`src/logic/smc_pkg.sv`:
```
// ============================================================
// Shared constants and types of the sleep-mode clock controller.
package smc_pkg;

  // ============================================================
  // Sleep kind codes as written into the sleep kind field.
  localparam logic [2:0] KIND_IDLE = 3'h0;
  localparam logic [2:0] KIND_NOISE = 3'h1;
  localparam logic [2:0] KIND_PDOWN = 3'h2;
  localparam logic [2:0] KIND_PSAVE = 3'h3;
  localparam logic [2:0] KIND_STBY = 3'h6;
  localparam logic [2:0] KIND_XSTBY = 3'h7;

  // ============================================================
  // Wake timing in core clock cycles.
  localparam int HALT_CYC = 4;
  localparam int STBY_WAKE_CYC = 6;
  localparam int EXTCLK_START_CYC = 6;
  localparam int XTAL_START_CYC = 1024;
  localparam logic [3:0] FUSE_EXTCLK = 4'h0;
  localparam int CNT_W = 16;

  // ============================================================
  // Register offsets of the core end (byte addresses).
  localparam logic [7:0] OFS_POWER_CTRL = 8'h00;
  localparam logic [7:0] OFS_TIMER_IRQ_MASK = 8'h04;
  localparam logic [7:0] OFS_CPU_FLAGS = 8'h08;
  localparam logic [7:0] OFS_ASYNC_TIMER_CTRL = 8'h0C;
  localparam logic [7:0] OFS_COMPARATOR_CTRL = 8'h10;
  localparam logic [7:0] OFS_STATUS = 8'h14;

  // ============================================================
  // Field positions and reset values.
  localparam int POS_SLEEP_ARM = 5;
  localparam int POS_KIND_1 = 4;
  localparam int POS_KIND_0 = 3;
  localparam int POS_KIND_2 = 2;
  localparam int POS_TMR_OVF_EN = 0;
  localparam int POS_TMR_CMP_EN = 1;
  localparam int POS_GIE = 7;
  localparam int POS_TMR0_EXTCLK = 3;
  localparam int POS_COMP_OFF = 7;
  localparam int POS_ST_SLEEPING = 0;
  localparam int POS_ST_RST_WAKE = 1;
  localparam int POS_ST_NOP = 2;
  localparam logic [7:0] RESET_BYTE = 8'h00;

  // ============================================================
  // Controller states, Gray coded along run, sleep, start, halt.
  typedef enum logic [1:0] {
    ST_RUN = 2'h0,
    ST_SLEEP = 2'h1,
    ST_START = 2'h3,
    ST_HALT = 2'h2
  } smc_state_t;

endpackage

```
`src/logic/smc_link_if.sv`:
```
`timescale 1ns/10ps
// ============================================================
// Link between the processor core end and the sleep controller.
interface smc_link_if;
  logic sleepReq;
  logic sleepArm;
  logic [2:0] sleepKindSel;
  logic tmr0ExtclkSelect;
  logic [1:0] timerIrqMask;
  logic globalIrqEn;
  logic irqPending;
  logic coreHalt;
  logic sleeping;
  logic resumeIrq;
  logic resumeReset;
  logic sleepNop;

  // ============================================================
  // Controller end.
  modport device (
    input sleepReq, sleepArm, sleepKindSel, tmr0ExtclkSelect, timerIrqMask, globalIrqEn, irqPending,
    output coreHalt, sleeping, resumeIrq, resumeReset, sleepNop
  );

  // ============================================================
  // Processor core end.
  modport core (
    output sleepReq, sleepArm, sleepKindSel, tmr0ExtclkSelect, timerIrqMask, globalIrqEn, irqPending,
    input coreHalt, sleeping, resumeIrq, resumeReset, sleepNop
  );
endinterface

```
`src/logic/smc_sleep_ctrl.sv`:
```
`timescale 1ns/10ps
// ============================================================
// Sleep-mode controller: gates clock domains and sequences wake-up.

module smc_sleep_ctrl #(
  parameter int XTAL_START = smc_pkg::XTAL_START_CYC,
  parameter int EXT_IRQ_W = 4
) (
  // Clock and reset.
  input wire logic core_clk,
  input wire logic reset_n,
  // Link to the processor core.
  smc_link_if.device link,
  // Clock source configuration.
  input wire logic [3:0] clockSourceFuses,
  input wire logic crystalSel,
  // Peripheral state and wake sources on the core clock.
  input wire logic adcEnabled,
  input wire logic adcDone,
  input wire logic twiAddrMatch,
  input wire logic tmr0Ovf,
  input wire logic tmr0Cmp,
  input wire logic nvReady,
  input wire logic wdtReset,
  input wire logic bodReset,
  // Asynchronous pins.
  input wire logic [EXT_IRQ_W-1:0] extIrqLo,
  input wire logic [EXT_IRQ_W-1:0] extIrqHi,
  input wire logic extResetPin,
  // Clock gate enables and converter start.
  output logic coreClkEn,
  output logic flashClkEn,
  output logic ioClkEn,
  output logic adcClkEn,
  output logic asyncClkEn,
  output logic oscEn,
  output logic adcStart
);
  localparam int SYNC_W = 2 * EXT_IRQ_W + 1;
  localparam logic [smc_pkg::CNT_W-1:0] ONE = 16'h0001;

  smc_pkg::smc_state_t stateReg, stateNext;
  logic [2:0] modeReg, modeNext;
  logic [2:0] effKind;
  logic [smc_pkg::CNT_W-1:0] cntReg, cntNext, startCnt;
  logic rstWakeReg, rstWakeNext;
  logic adcStartReg, adcStartNext;
  logic resumeIrqReg, resumeIrqNext;
  logic resumeRstReg, resumeRstNext;
  logic nopReg, nopNext;
  logic haltReg, haltNext;
  logic [5:0] gateReg, gateNext;
  logic [SYNC_W-1:0] pinSync;
  logic extWake, tmrEvt, srcWake, resetWake;

  // ============================================================
  // Pin synchronisation; level interrupts are seen only after two stages.
  smc_sync #(.WIDTH(SYNC_W)) u_sync (
    .core_clk(core_clk),
    .reset_n(reset_n),
    .pinIn({extResetPin, extIrqHi, extIrqLo}),
    .syncOut(pinSync)
  );

  // ============================================================
  // Wake source qualification per latched sleep kind.
  always_comb begin
    extWake = |pinSync[2*EXT_IRQ_W-1:0];
    tmrEvt = ((tmr0Ovf && link.timerIrqMask[smc_pkg::POS_TMR_OVF_EN]) ||
              (tmr0Cmp && link.timerIrqMask[smc_pkg::POS_TMR_CMP_EN])) && link.globalIrqEn;
    resetWake = pinSync[SYNC_W-1] || wdtReset || bodReset;
    case (modeReg)
      smc_pkg::KIND_IDLE: srcWake = link.irqPending;
      smc_pkg::KIND_NOISE: srcWake = adcDone || extWake || twiAddrMatch || tmrEvt || nvReady;
      smc_pkg::KIND_PDOWN: srcWake = extWake || twiAddrMatch;
      smc_pkg::KIND_STBY: srcWake = extWake || twiAddrMatch;
      smc_pkg::KIND_PSAVE: srcWake = extWake || twiAddrMatch || (tmrEvt && link.tmr0ExtclkSelect);
      smc_pkg::KIND_XSTBY: srcWake = extWake || twiAddrMatch || (tmrEvt && link.tmr0ExtclkSelect);
      default: srcWake = link.irqPending;
    endcase
  end

  // Kind decode; reserved codes and standby without a crystal fold into Idle.
  always_comb begin
    case (link.sleepKindSel)
      smc_pkg::KIND_NOISE, smc_pkg::KIND_PDOWN, smc_pkg::KIND_PSAVE: effKind = link.sleepKindSel;
      smc_pkg::KIND_STBY, smc_pkg::KIND_XSTBY: effKind = crystalSel ? link.sleepKindSel : smc_pkg::KIND_IDLE;
      default: effKind = smc_pkg::KIND_IDLE;
    endcase
  end

  // Clock restart time once a wake is seen; Idle and noise reduction need none.
  always_comb begin
    case (modeReg)
      smc_pkg::KIND_PDOWN, smc_pkg::KIND_PSAVE: begin
        if (clockSourceFuses == smc_pkg::FUSE_EXTCLK) begin
          startCnt = smc_pkg::CNT_W'(smc_pkg::EXTCLK_START_CYC);
        end else begin
          startCnt = smc_pkg::CNT_W'(XTAL_START);
        end
      end
      smc_pkg::KIND_STBY, smc_pkg::KIND_XSTBY: startCnt = smc_pkg::CNT_W'(smc_pkg::STBY_WAKE_CYC);
      default: startCnt = '0;
    endcase
  end

  // ============================================================
  // Sequencer next state.
  always_comb begin
    stateNext = stateReg;
    modeNext = modeReg;
    cntNext = cntReg;
    rstWakeNext = rstWakeReg;
    adcStartNext = 1'b0;
    resumeIrqNext = 1'b0;
    resumeRstNext = 1'b0;
    nopNext = 1'b0;
    case (stateReg)
      smc_pkg::ST_RUN: begin
        if (link.sleepReq && link.sleepArm) begin
          modeNext = effKind;
          stateNext = smc_pkg::ST_SLEEP;
          adcStartNext = adcEnabled && (effKind == smc_pkg::KIND_IDLE || effKind == smc_pkg::KIND_NOISE);
        end else if (link.sleepReq) begin
          nopNext = 1'b1;
        end
      end
      smc_pkg::ST_SLEEP: begin
        if (resetWake || srcWake) begin
          rstWakeNext = resetWake;
          if (startCnt == '0) begin
            stateNext = smc_pkg::ST_HALT;
            cntNext = smc_pkg::CNT_W'(smc_pkg::HALT_CYC);
          end else begin
            stateNext = smc_pkg::ST_START;
            cntNext = startCnt;
          end
        end
      end
      smc_pkg::ST_START: begin
        if (cntReg == ONE) begin
          stateNext = smc_pkg::ST_HALT;
          cntNext = smc_pkg::CNT_W'(smc_pkg::HALT_CYC);
        end else begin
          cntNext = cntReg - ONE;
        end
      end
      smc_pkg::ST_HALT: begin
        if (cntReg == ONE) begin
          stateNext = smc_pkg::ST_RUN;
          resumeIrqNext = !rstWakeReg;
          resumeRstNext = rstWakeReg;
          rstWakeNext = 1'b0;
        end else begin
          cntNext = cntReg - ONE;
        end
      end
      default: stateNext = smc_pkg::ST_RUN;
    endcase
    // Core stays halted outside run; Wishbone register writes at the core end still go through.
    haltNext = stateNext != smc_pkg::ST_RUN;
  end

  // Clock gates in order core, flash, io, adc, async, oscillator.
  always_comb begin
    gateNext = 6'h3F;
    if (stateNext == smc_pkg::ST_SLEEP) begin
      case (modeNext)
        smc_pkg::KIND_IDLE: gateNext = 6'h3C;
        smc_pkg::KIND_NOISE: gateNext = 6'h38;
        smc_pkg::KIND_PDOWN: gateNext = 6'h00;
        smc_pkg::KIND_PSAVE: gateNext = {1'b0, link.tmr0ExtclkSelect, 4'h0};
        smc_pkg::KIND_STBY: gateNext = 6'h20;
        smc_pkg::KIND_XSTBY: gateNext = {1'b1, link.tmr0ExtclkSelect, 4'h0};
        default: gateNext = 6'h3C;
      endcase
    end
  end

  // ============================================================
  // State registers.
  always_ff @(posedge core_clk or negedge reset_n) begin
    if (!reset_n) begin
      stateReg <= smc_pkg::ST_RUN;
      modeReg <= smc_pkg::KIND_IDLE;
      cntReg <= '0;
      rstWakeReg <= 1'b0;
      adcStartReg <= 1'b0;
      resumeIrqReg <= 1'b0;
      resumeRstReg <= 1'b0;
      nopReg <= 1'b0;
      haltReg <= 1'b0;
      gateReg <= 6'h3F;
    end else begin
      stateReg <= stateNext;
      modeReg <= modeNext;
      cntReg <= cntNext;
      rstWakeReg <= rstWakeNext;
      adcStartReg <= adcStartNext;
      resumeIrqReg <= resumeIrqNext;
      resumeRstReg <= resumeRstNext;
      nopReg <= nopNext;
      haltReg <= haltNext;
      gateReg <= gateNext;
    end
  end

  // ============================================================
  // Outputs straight from flip-flops.
  assign coreClkEn = gateReg[0];
  assign flashClkEn = gateReg[1];
  assign ioClkEn = gateReg[2];
  assign adcClkEn = gateReg[3];
  assign asyncClkEn = gateReg[4];
  assign oscEn = gateReg[5];
  assign adcStart = adcStartReg;
  assign link.coreHalt = haltReg;
  assign link.sleeping = haltReg;
  assign link.resumeIrq = resumeIrqReg;
  assign link.resumeReset = resumeRstReg;
  assign link.sleepNop = nopReg;
endmodule // smc_sleep_ctrl

```
`src/logic/smc_sync.sv`:
```
`timescale 1ns/10ps
// ============================================================
// Two-stage synchroniser for asynchronous pin levels.
module smc_sync #(
  parameter int WIDTH = 1
) (
  // Clock and reset.
  input wire logic core_clk,
  input wire logic reset_n,
  // Pin levels and their synchronised copies.
  input wire logic [WIDTH-1:0] pinIn,
  output logic [WIDTH-1:0] syncOut
);
  genvar i;

  // One pair of flip-flops per bit.
  generate
    for (i = 0; i < WIDTH; i++) begin : g_bit
      logic stage1Reg;
      logic stage2Reg;
      always_ff @(posedge core_clk or negedge reset_n) begin
        if (!reset_n) begin
          stage1Reg <= 1'b0;
          stage2Reg <= 1'b0;
        end else begin
          stage1Reg <= pinIn[i];
          stage2Reg <= stage1Reg;
        end
      end
      assign syncOut[i] = stage2Reg;
    end
  endgenerate
endmodule // smc_sync

```
`src/flat_wrapper.sv`:
```
// flat-port wrapper written by rule: the top's interface ports become plain ports
module smc_sleep_ctrl_flat 
#(
  parameter int XTAL_START = smc_pkg::XTAL_START_CYC,
  parameter int EXT_IRQ_W = 4
)
  (core_clk, reset_n, clockSourceFuses, crystalSel, adcEnabled, adcDone, twiAddrMatch, tmr0Ovf, tmr0Cmp, nvReady, wdtReset, bodReset, extIrqLo, extIrqHi, extResetPin, coreClkEn, flashClkEn, ioClkEn, adcClkEn, asyncClkEn, oscEn, adcStart, link_sleepReq, link_sleepArm, link_sleepKindSel, link_tmr0ExtclkSelect, link_timerIrqMask, link_globalIrqEn, link_irqPending, link_coreHalt, link_sleeping, link_resumeIrq, link_resumeReset, link_sleepNop);
  smc_link_if link_i ();
  input wire logic core_clk;
  input wire logic reset_n;
  input wire logic [3:0] clockSourceFuses;
  input wire logic crystalSel;
  input wire logic adcEnabled;
  input wire logic adcDone;
  input wire logic twiAddrMatch;
  input wire logic tmr0Ovf;
  input wire logic tmr0Cmp;
  input wire logic nvReady;
  input wire logic wdtReset;
  input wire logic bodReset;
  input wire logic [EXT_IRQ_W-1:0] extIrqLo;
  input wire logic [EXT_IRQ_W-1:0] extIrqHi;
  input wire logic extResetPin;
  output logic coreClkEn;
  output logic flashClkEn;
  output logic ioClkEn;
  output logic adcClkEn;
  output logic asyncClkEn;
  output logic oscEn;
  output logic adcStart;
  input wire logic [$bits(link_i.sleepReq)-1:0] link_sleepReq;
  input wire logic [$bits(link_i.sleepArm)-1:0] link_sleepArm;
  input wire logic [$bits(link_i.sleepKindSel)-1:0] link_sleepKindSel;
  input wire logic [$bits(link_i.tmr0ExtclkSelect)-1:0] link_tmr0ExtclkSelect;
  input wire logic [$bits(link_i.timerIrqMask)-1:0] link_timerIrqMask;
  input wire logic [$bits(link_i.globalIrqEn)-1:0] link_globalIrqEn;
  input wire logic [$bits(link_i.irqPending)-1:0] link_irqPending;
  output wire logic [$bits(link_i.coreHalt)-1:0] link_coreHalt;
  output wire logic [$bits(link_i.sleeping)-1:0] link_sleeping;
  output wire logic [$bits(link_i.resumeIrq)-1:0] link_resumeIrq;
  output wire logic [$bits(link_i.resumeReset)-1:0] link_resumeReset;
  output wire logic [$bits(link_i.sleepNop)-1:0] link_sleepNop;
  assign link_i.sleepReq = link_sleepReq;
  assign link_i.sleepArm = link_sleepArm;
  assign link_i.sleepKindSel = link_sleepKindSel;
  assign link_i.tmr0ExtclkSelect = link_tmr0ExtclkSelect;
  assign link_i.timerIrqMask = link_timerIrqMask;
  assign link_i.globalIrqEn = link_globalIrqEn;
  assign link_i.irqPending = link_irqPending;
  assign link_coreHalt = link_i.coreHalt;
  assign link_sleeping = link_i.sleeping;
  assign link_resumeIrq = link_i.resumeIrq;
  assign link_resumeReset = link_i.resumeReset;
  assign link_sleepNop = link_i.sleepNop;
  smc_sleep_ctrl #(.XTAL_START(XTAL_START), .EXT_IRQ_W(EXT_IRQ_W)) u_core (.core_clk(core_clk), .reset_n(reset_n), .link(link_i), .clockSourceFuses(clockSourceFuses), .crystalSel(crystalSel), .adcEnabled(adcEnabled), .adcDone(adcDone), .twiAddrMatch(twiAddrMatch), .tmr0Ovf(tmr0Ovf), .tmr0Cmp(tmr0Cmp), .nvReady(nvReady), .wdtReset(wdtReset), .bodReset(bodReset), .extIrqLo(extIrqLo), .extIrqHi(extIrqHi), .extResetPin(extResetPin), .coreClkEn(coreClkEn), .flashClkEn(flashClkEn), .ioClkEn(ioClkEn), .adcClkEn(adcClkEn), .asyncClkEn(asyncClkEn), .oscEn(oscEn), .adcStart(adcStart));
endmodule
```
`config.mk`:
```
export PLATFORM = sky130hd
export DESIGN_NAME = smc_sleep_ctrl_flat
export DESIGN_NICKNAME = d
export VERILOG_FILES = /design/src/logic/smc_pkg.sv /design/src/logic/smc_link_if.sv /design/src/logic/smc_sleep_ctrl.sv /design/src/logic/smc_sync.sv /design/src/flat_wrapper.sv
export SDC_FILE = /design/constraint.sdc
export NUM_CORES = 1
export LEC_CHECK = 0
export BUFFER_PORTS_ARGS = -buffer_cell sky130_fd_sc_hd__buf_2
export CELL_PAD_IN_SITES_DETAIL_PLACEMENT = 1
export CELL_PAD_IN_SITES_GLOBAL_PLACEMENT = 1
export CORE_ASPECT_RATIO = 1.4
export CORE_MARGIN = 2
export CORE_UTILIZATION = 29
export DETAILED_ROUTE_END_ITERATION = 12
export HOLD_SLACK_MARGIN = 0.06
export MAX_ROUTING_LAYER = met4
export PLACE_DENSITY = 0.67
export RECOVER_POWER = 100
export SKIP_CTS_REPAIR_TIMING = 1
export SLEW_MARGIN = 15
export SYNTH_ARGS = -nofsm -noshare
export SYNTH_HDL_FRONTEND = slang
export SYNTH_SLANG_ARGS = --single-unit
```
`constraint.sdc`:
```
create_clock -name core_clk -period 2.9 [get_ports core_clk]
set_input_delay 0.58 -clock core_clk [delete_from_list [all_inputs] [get_ports core_clk]]
set_output_delay 0.58 -clock core_clk [all_outputs]
set_load 0.1 [all_outputs]
```
* Word-level counts from Yosys, hierarchy flattened
Cells that the tools add are included.
Storage, ports and cells: register bits after elaboration 51, input bits 34, output and inout bits 12
Operators by class: add/subtract/negate cells 1, equality and inequality tests 24, multiplexer cells 32, reductions and logical operators 34
Operators by type and width (number):
- $mux W16 | 3
- $pmux W16 S3 | 1
- $pmux W6 S5 | 1
- $mux W11 | 2
- $pmux W11 S2 | 1
- $eq A3 B2 Y1 const B | 6
- $eq A3 B3 Y1 const B | 6
- $eq A16 B1 Y1 const B | 1
- $logic_not A16 Y1 | 1
- $sub A16 B1 Y16 const B | 1
- $eq A3 B1 Y1 const B | 4
- $mux W1 | 12
- $logic_or A1 B1 Y1 | 11
- $reduce_or A2 Y1 | 5
- $mux W3 | 3
- $mux W2 | 4
- $pmux W2 S4 | 1
- $reduce_or A8 Y1 | 1
- $logic_and A1 B1 Y1 | 6
- $mux W6 | 1
- $pmux W3 S2 | 1
- $reduce_and A3 Y1 | 2
- $eq A2 B1 Y1 const B | 2
- $eq A2 B2 Y1 const B | 2
- 11 further kinds | 13

* Longest topological paths before layout
word-level depth 11, depth in mapped cells 10, depth with buffers taken out 9

* Hierarchy
From an unflattened synthesis, not the netlist that was laid out.
Unflattened totals: cells, all modules 217, area, all modules 2361.0 µm²
By module, submodules not included:
- smc_sleep_ctrl | times used 1, cells each 190, area each 1843.0 µm², sequential area each 807.0 µm²
- smc_sync | times used 1, cells each 27, area each 518.0 µm², sequential area each 450.4 µm²

* Worst setup path before layout
Ideal clock, no wire load.
kind register to register, from reg u_core.cntReg[1] (netlist bit), to reg u_core.cntReg[2] (netlist bit), arrival 2.228 ns, required time 2.779 ns, slack 0.551 ns, cell stages (with the launch flop) 11, path buffers 2, cells stage by stage dfrtp_1 > inv_1 > ha_1 > or3b_1 > or4_4 > o21ai_2 > and4_1 > buf_6 > buf_6 > a21oi_1 > o22a_1
Between the ends: word-level cells in the longest chain between the ends 3
Ends and longest elaborated chain:
- start: declaration | RTL line smc_sleep_ctrl.sv:45 | logic [smc_pkg::CNT_W-1:0] cntReg, cntNext, startCnt;
- start signal: assignment | RTL line smc_sleep_ctrl.sv:197 | cntReg <= cntNext;
- $sub A16 B1 Y16 / $eq A16 B1 Y1 (equally long branches)
- $mux W16, or another cell as far along | RTL line smc_sleep_ctrl.sv:149 | if (cntReg == ONE) begin
- $pmux W16 S3 / $reduce_and A3 Y1 (equally long branches)
Parallel ways exist; a longest one is shown, timed or not. The select of a mux whose other input is x is not followed. A chain may end at the register's enable or synchronous reset.

* Final worst setup path
from reg u_core.cntReg[1] (netlist bit), to reg u_core.cntReg[7] (netlist bit)
Same word-level chain as after synthesis.

==> reports/qor.txt <==
YS warnings = 0
Main flop type after synthesis = dfrtp_1
Drt wl/cell = 15.7 um
Post-Syn Area per Cell = 10.5 sq um
Max incr delay on CP = 0.51 ns
Number of synthesized flops with an enable pin = 0
Unrepaired setup endpoints after global routing = no
Worst-path clk slew = 0.10 ns
Initial core utilization = 30.0%
Vias in the first global route = 2029
Die area = 8390 sq um
ANT nets after route = 0
Post-synthesis sequential area ratio = 56.6%
Core footprint = 7410 sq um
Clk_lat worst skew = 0.32 ns
Design Area, Final = 2640 sq um
Critical path buffers and inverters = 2
First-pass GRT wire length = 9500 um
Crit path DAT = 2.79 ns
Setup Total Neg Slack = 0 ns
Site Rows = 37
Placer Congestion = 0.766
Least-Margin Pin Slew = 1.18 ns
Top cell type's share of synthesized area = 50.6%
Kind of critical path = reg -> reg
Crit Path Max Fanout = 16
DRT Wirelength = 5680 um
Root Driver = clkbuf_8
Area delta synth->final = 18.9%
Largest net degree at the start of global routing = 47
Final min period = 2.60 ns
Pins over their slew limit = 0
Fmax achieved = 0.385 GHz
Synth Instances = 211
Io pins = 46
Synth area leaders = dfrtp_1 (51%), dfstp_2 (5.9%), nand2_1 (3.2%), or3_1 (2.8%), a21oi_1 (2.7%)
Crit path max-delay family = simple AND/OR/NAND/NOR gates
Clock sinks = 50
Synthesized netlist net count = 247
Status = finished clean
Leakage power = 1.11 nW
DRC violations left = 0
Dpl cells = 353
Fraction of registers with async set/reset = 100%
Rel. slew slack = 21.9%
Final Hold Fails = 0
Most frequent cells in the layout = dfrtp_1 (45), buf_2 (32), nand2_1 (19)
CTS Buffer Depth = 2
Number of buffers created by CTS = 5
TritonRoute pass-1 iters = 4
Final Instance Count excl. Fillers = 361
CTS tree = done
CP startpoint kind = flop
Max-cap viol count = 0
Antenna diode count = 0
Crit end category = flop
VDD IR-drop max = 0.332 mV
Final setup fails = 0
Final nets = 299
Cell Area, Placed = 2580 sq um
PD cells = 611 nW/um^2
Number of DRC markers in iteration 0 = 82
Total GRT Usage = 15.1%
Die height = 108 um
Die Width = 78 um
Critical Path RT = 3.10 ns
Final worst path period share = 89.6%
Yosys reg bits = 50
Post-DP HPWL = 4420 um
Via total after detailed routing = 1852
Grt total ovfl = 0
Crit path cell chain = inv_1 > ha_1 > or3b_1 > or4_1 > o21ai_2 > and4_1 > buf_4 > nor4_1 > mux2i_1
Initial antenna violation count = 0
H-tree Lvls = 2
Critical Path Slowest Stage Cell = or4_1
Commonest non-fill, non-tap cell in the layout = dfrtp_1
Vias/cell = 5.13
Clk_skew = 0.0127 ns
Layout cells sized above 1 = 21.6%
Mapped cell area = 2220 sq um
Tightest Hold Check Type = reg -> reg
Cell variety after synth = 47
Largest area contributor in the netlist = dfrtp_1
Port Buf Inserts = 45
==> power by group <==
part           total, W  internal [W]  switching [W]  leakage (nW)
clock network  0.000439      0.000179       0.000260        0.0467
logic          0.000317      0.000140       0.000177         0.459
registers      0.000858      0.000775      0.0000834         0.603
total           0.00161       0.00109       0.000521          1.11
==> state kept, by name, indices dropped and copies added, names as in the netlist, 2 cells and up <==
signal	flops
u_core.u_sync.g_bit.stage2Reg	9
u_core.u_sync.g_bit.stage1Reg	9
u_core.stateReg	2
u_core.gateReg	5
u_core.cntReg	16
u_core.modeReg	3
==> synth_stat cells, types with 5 or more instances <==
cell     count
dfrtp_1     45
nor4_1       8
o31ai_1      5
inv_1       10
or4_1        6
nand3_1      7
o21ai_0      8
or3_1       10
a21oi_1     12
nand2_1     19
nor2_1       8
nor3_1       9
dfstp_2      5
==> area by class of cell <==
cell class                      instances  area [sq um]
Clock inverter                          3          27.5
Clock buffer                            5          68.8
Tap cell                               97           121
Fill cell                             894          4760
Inverter                               11          41.3
Multi-Input combinational cell        141           860
Sequential cell                        50          1260
Timing Repair Buffer                   54           268
==> per-stage QoR <==
stage	hold slack, ns	setup slack [ns]	util (%)	power, W
floorplan	0.284	0.551	-	0.00105
global placement	0.332	0.181	34.8	0.00117
detailed placement	0.336	0.170	34.8	0.00119
CTS	0.342	0.319	36.1	0.00164
global route	0.336	0.117	35.7	0.00170
finish	0.358	0.301	35.7	0.00161
==> layer usage <==
layer	share of wire, %	routed length [um]	global-route usage, %
met5	0	0	-
met1	39	2230	15.5
met4	1.7	97	5.51
met2	56	3180	28.1
met3	3.1	174	2.94
==> final timing paths <==
path,to,start,depth (start not counted),slack (ns)
min in group asynchronous,u_core.cntReg[9],reset_n,1,0.46
setup reg to reg,u_core.cntReg[7],u_core.cntReg[1],9,0.30
max in group asynchronous,u_core.gateReg[5],reset_n,2,1.63
hold reg to reg,u_core.u_sync.g_bit[5].stage2Reg,u_core.u_sync.g_bit[5].stage1Reg,0,0.36
setup / recovery,u_core.cntReg[7],u_core.cntReg[1],9,0.30
hold / removal,u_core.u_sync.g_bit[5].stage2Reg,u_core.u_sync.g_bit[5].stage1Reg,0,0.36
==> worst reg2reg max path, stage by stage (launching register included) <==
cell     delay, ns
dfrtp_1       0.40
inv_1         0.11
ha_1          0.17
or3b_1        0.39
or4_1         0.51
o21ai_2       0.20
and4_1        0.26
buf_4         0.22
nor4_1        0.09
mux2i_1       0.13
==> logic make-up after synthesis <==
kind of cell               count (synthesis)  synth area share [%]
muxes                                      2                 0.900
adders and majority gates                  2                  1.13
DFF                                       50                  56.6
and+or+nand+nor                           86                  21.2
buffers and inverters                     20                  4.61
AOI/OAI and AO/OA                         51                  15.6
Power figures use the tool's default switching activity.
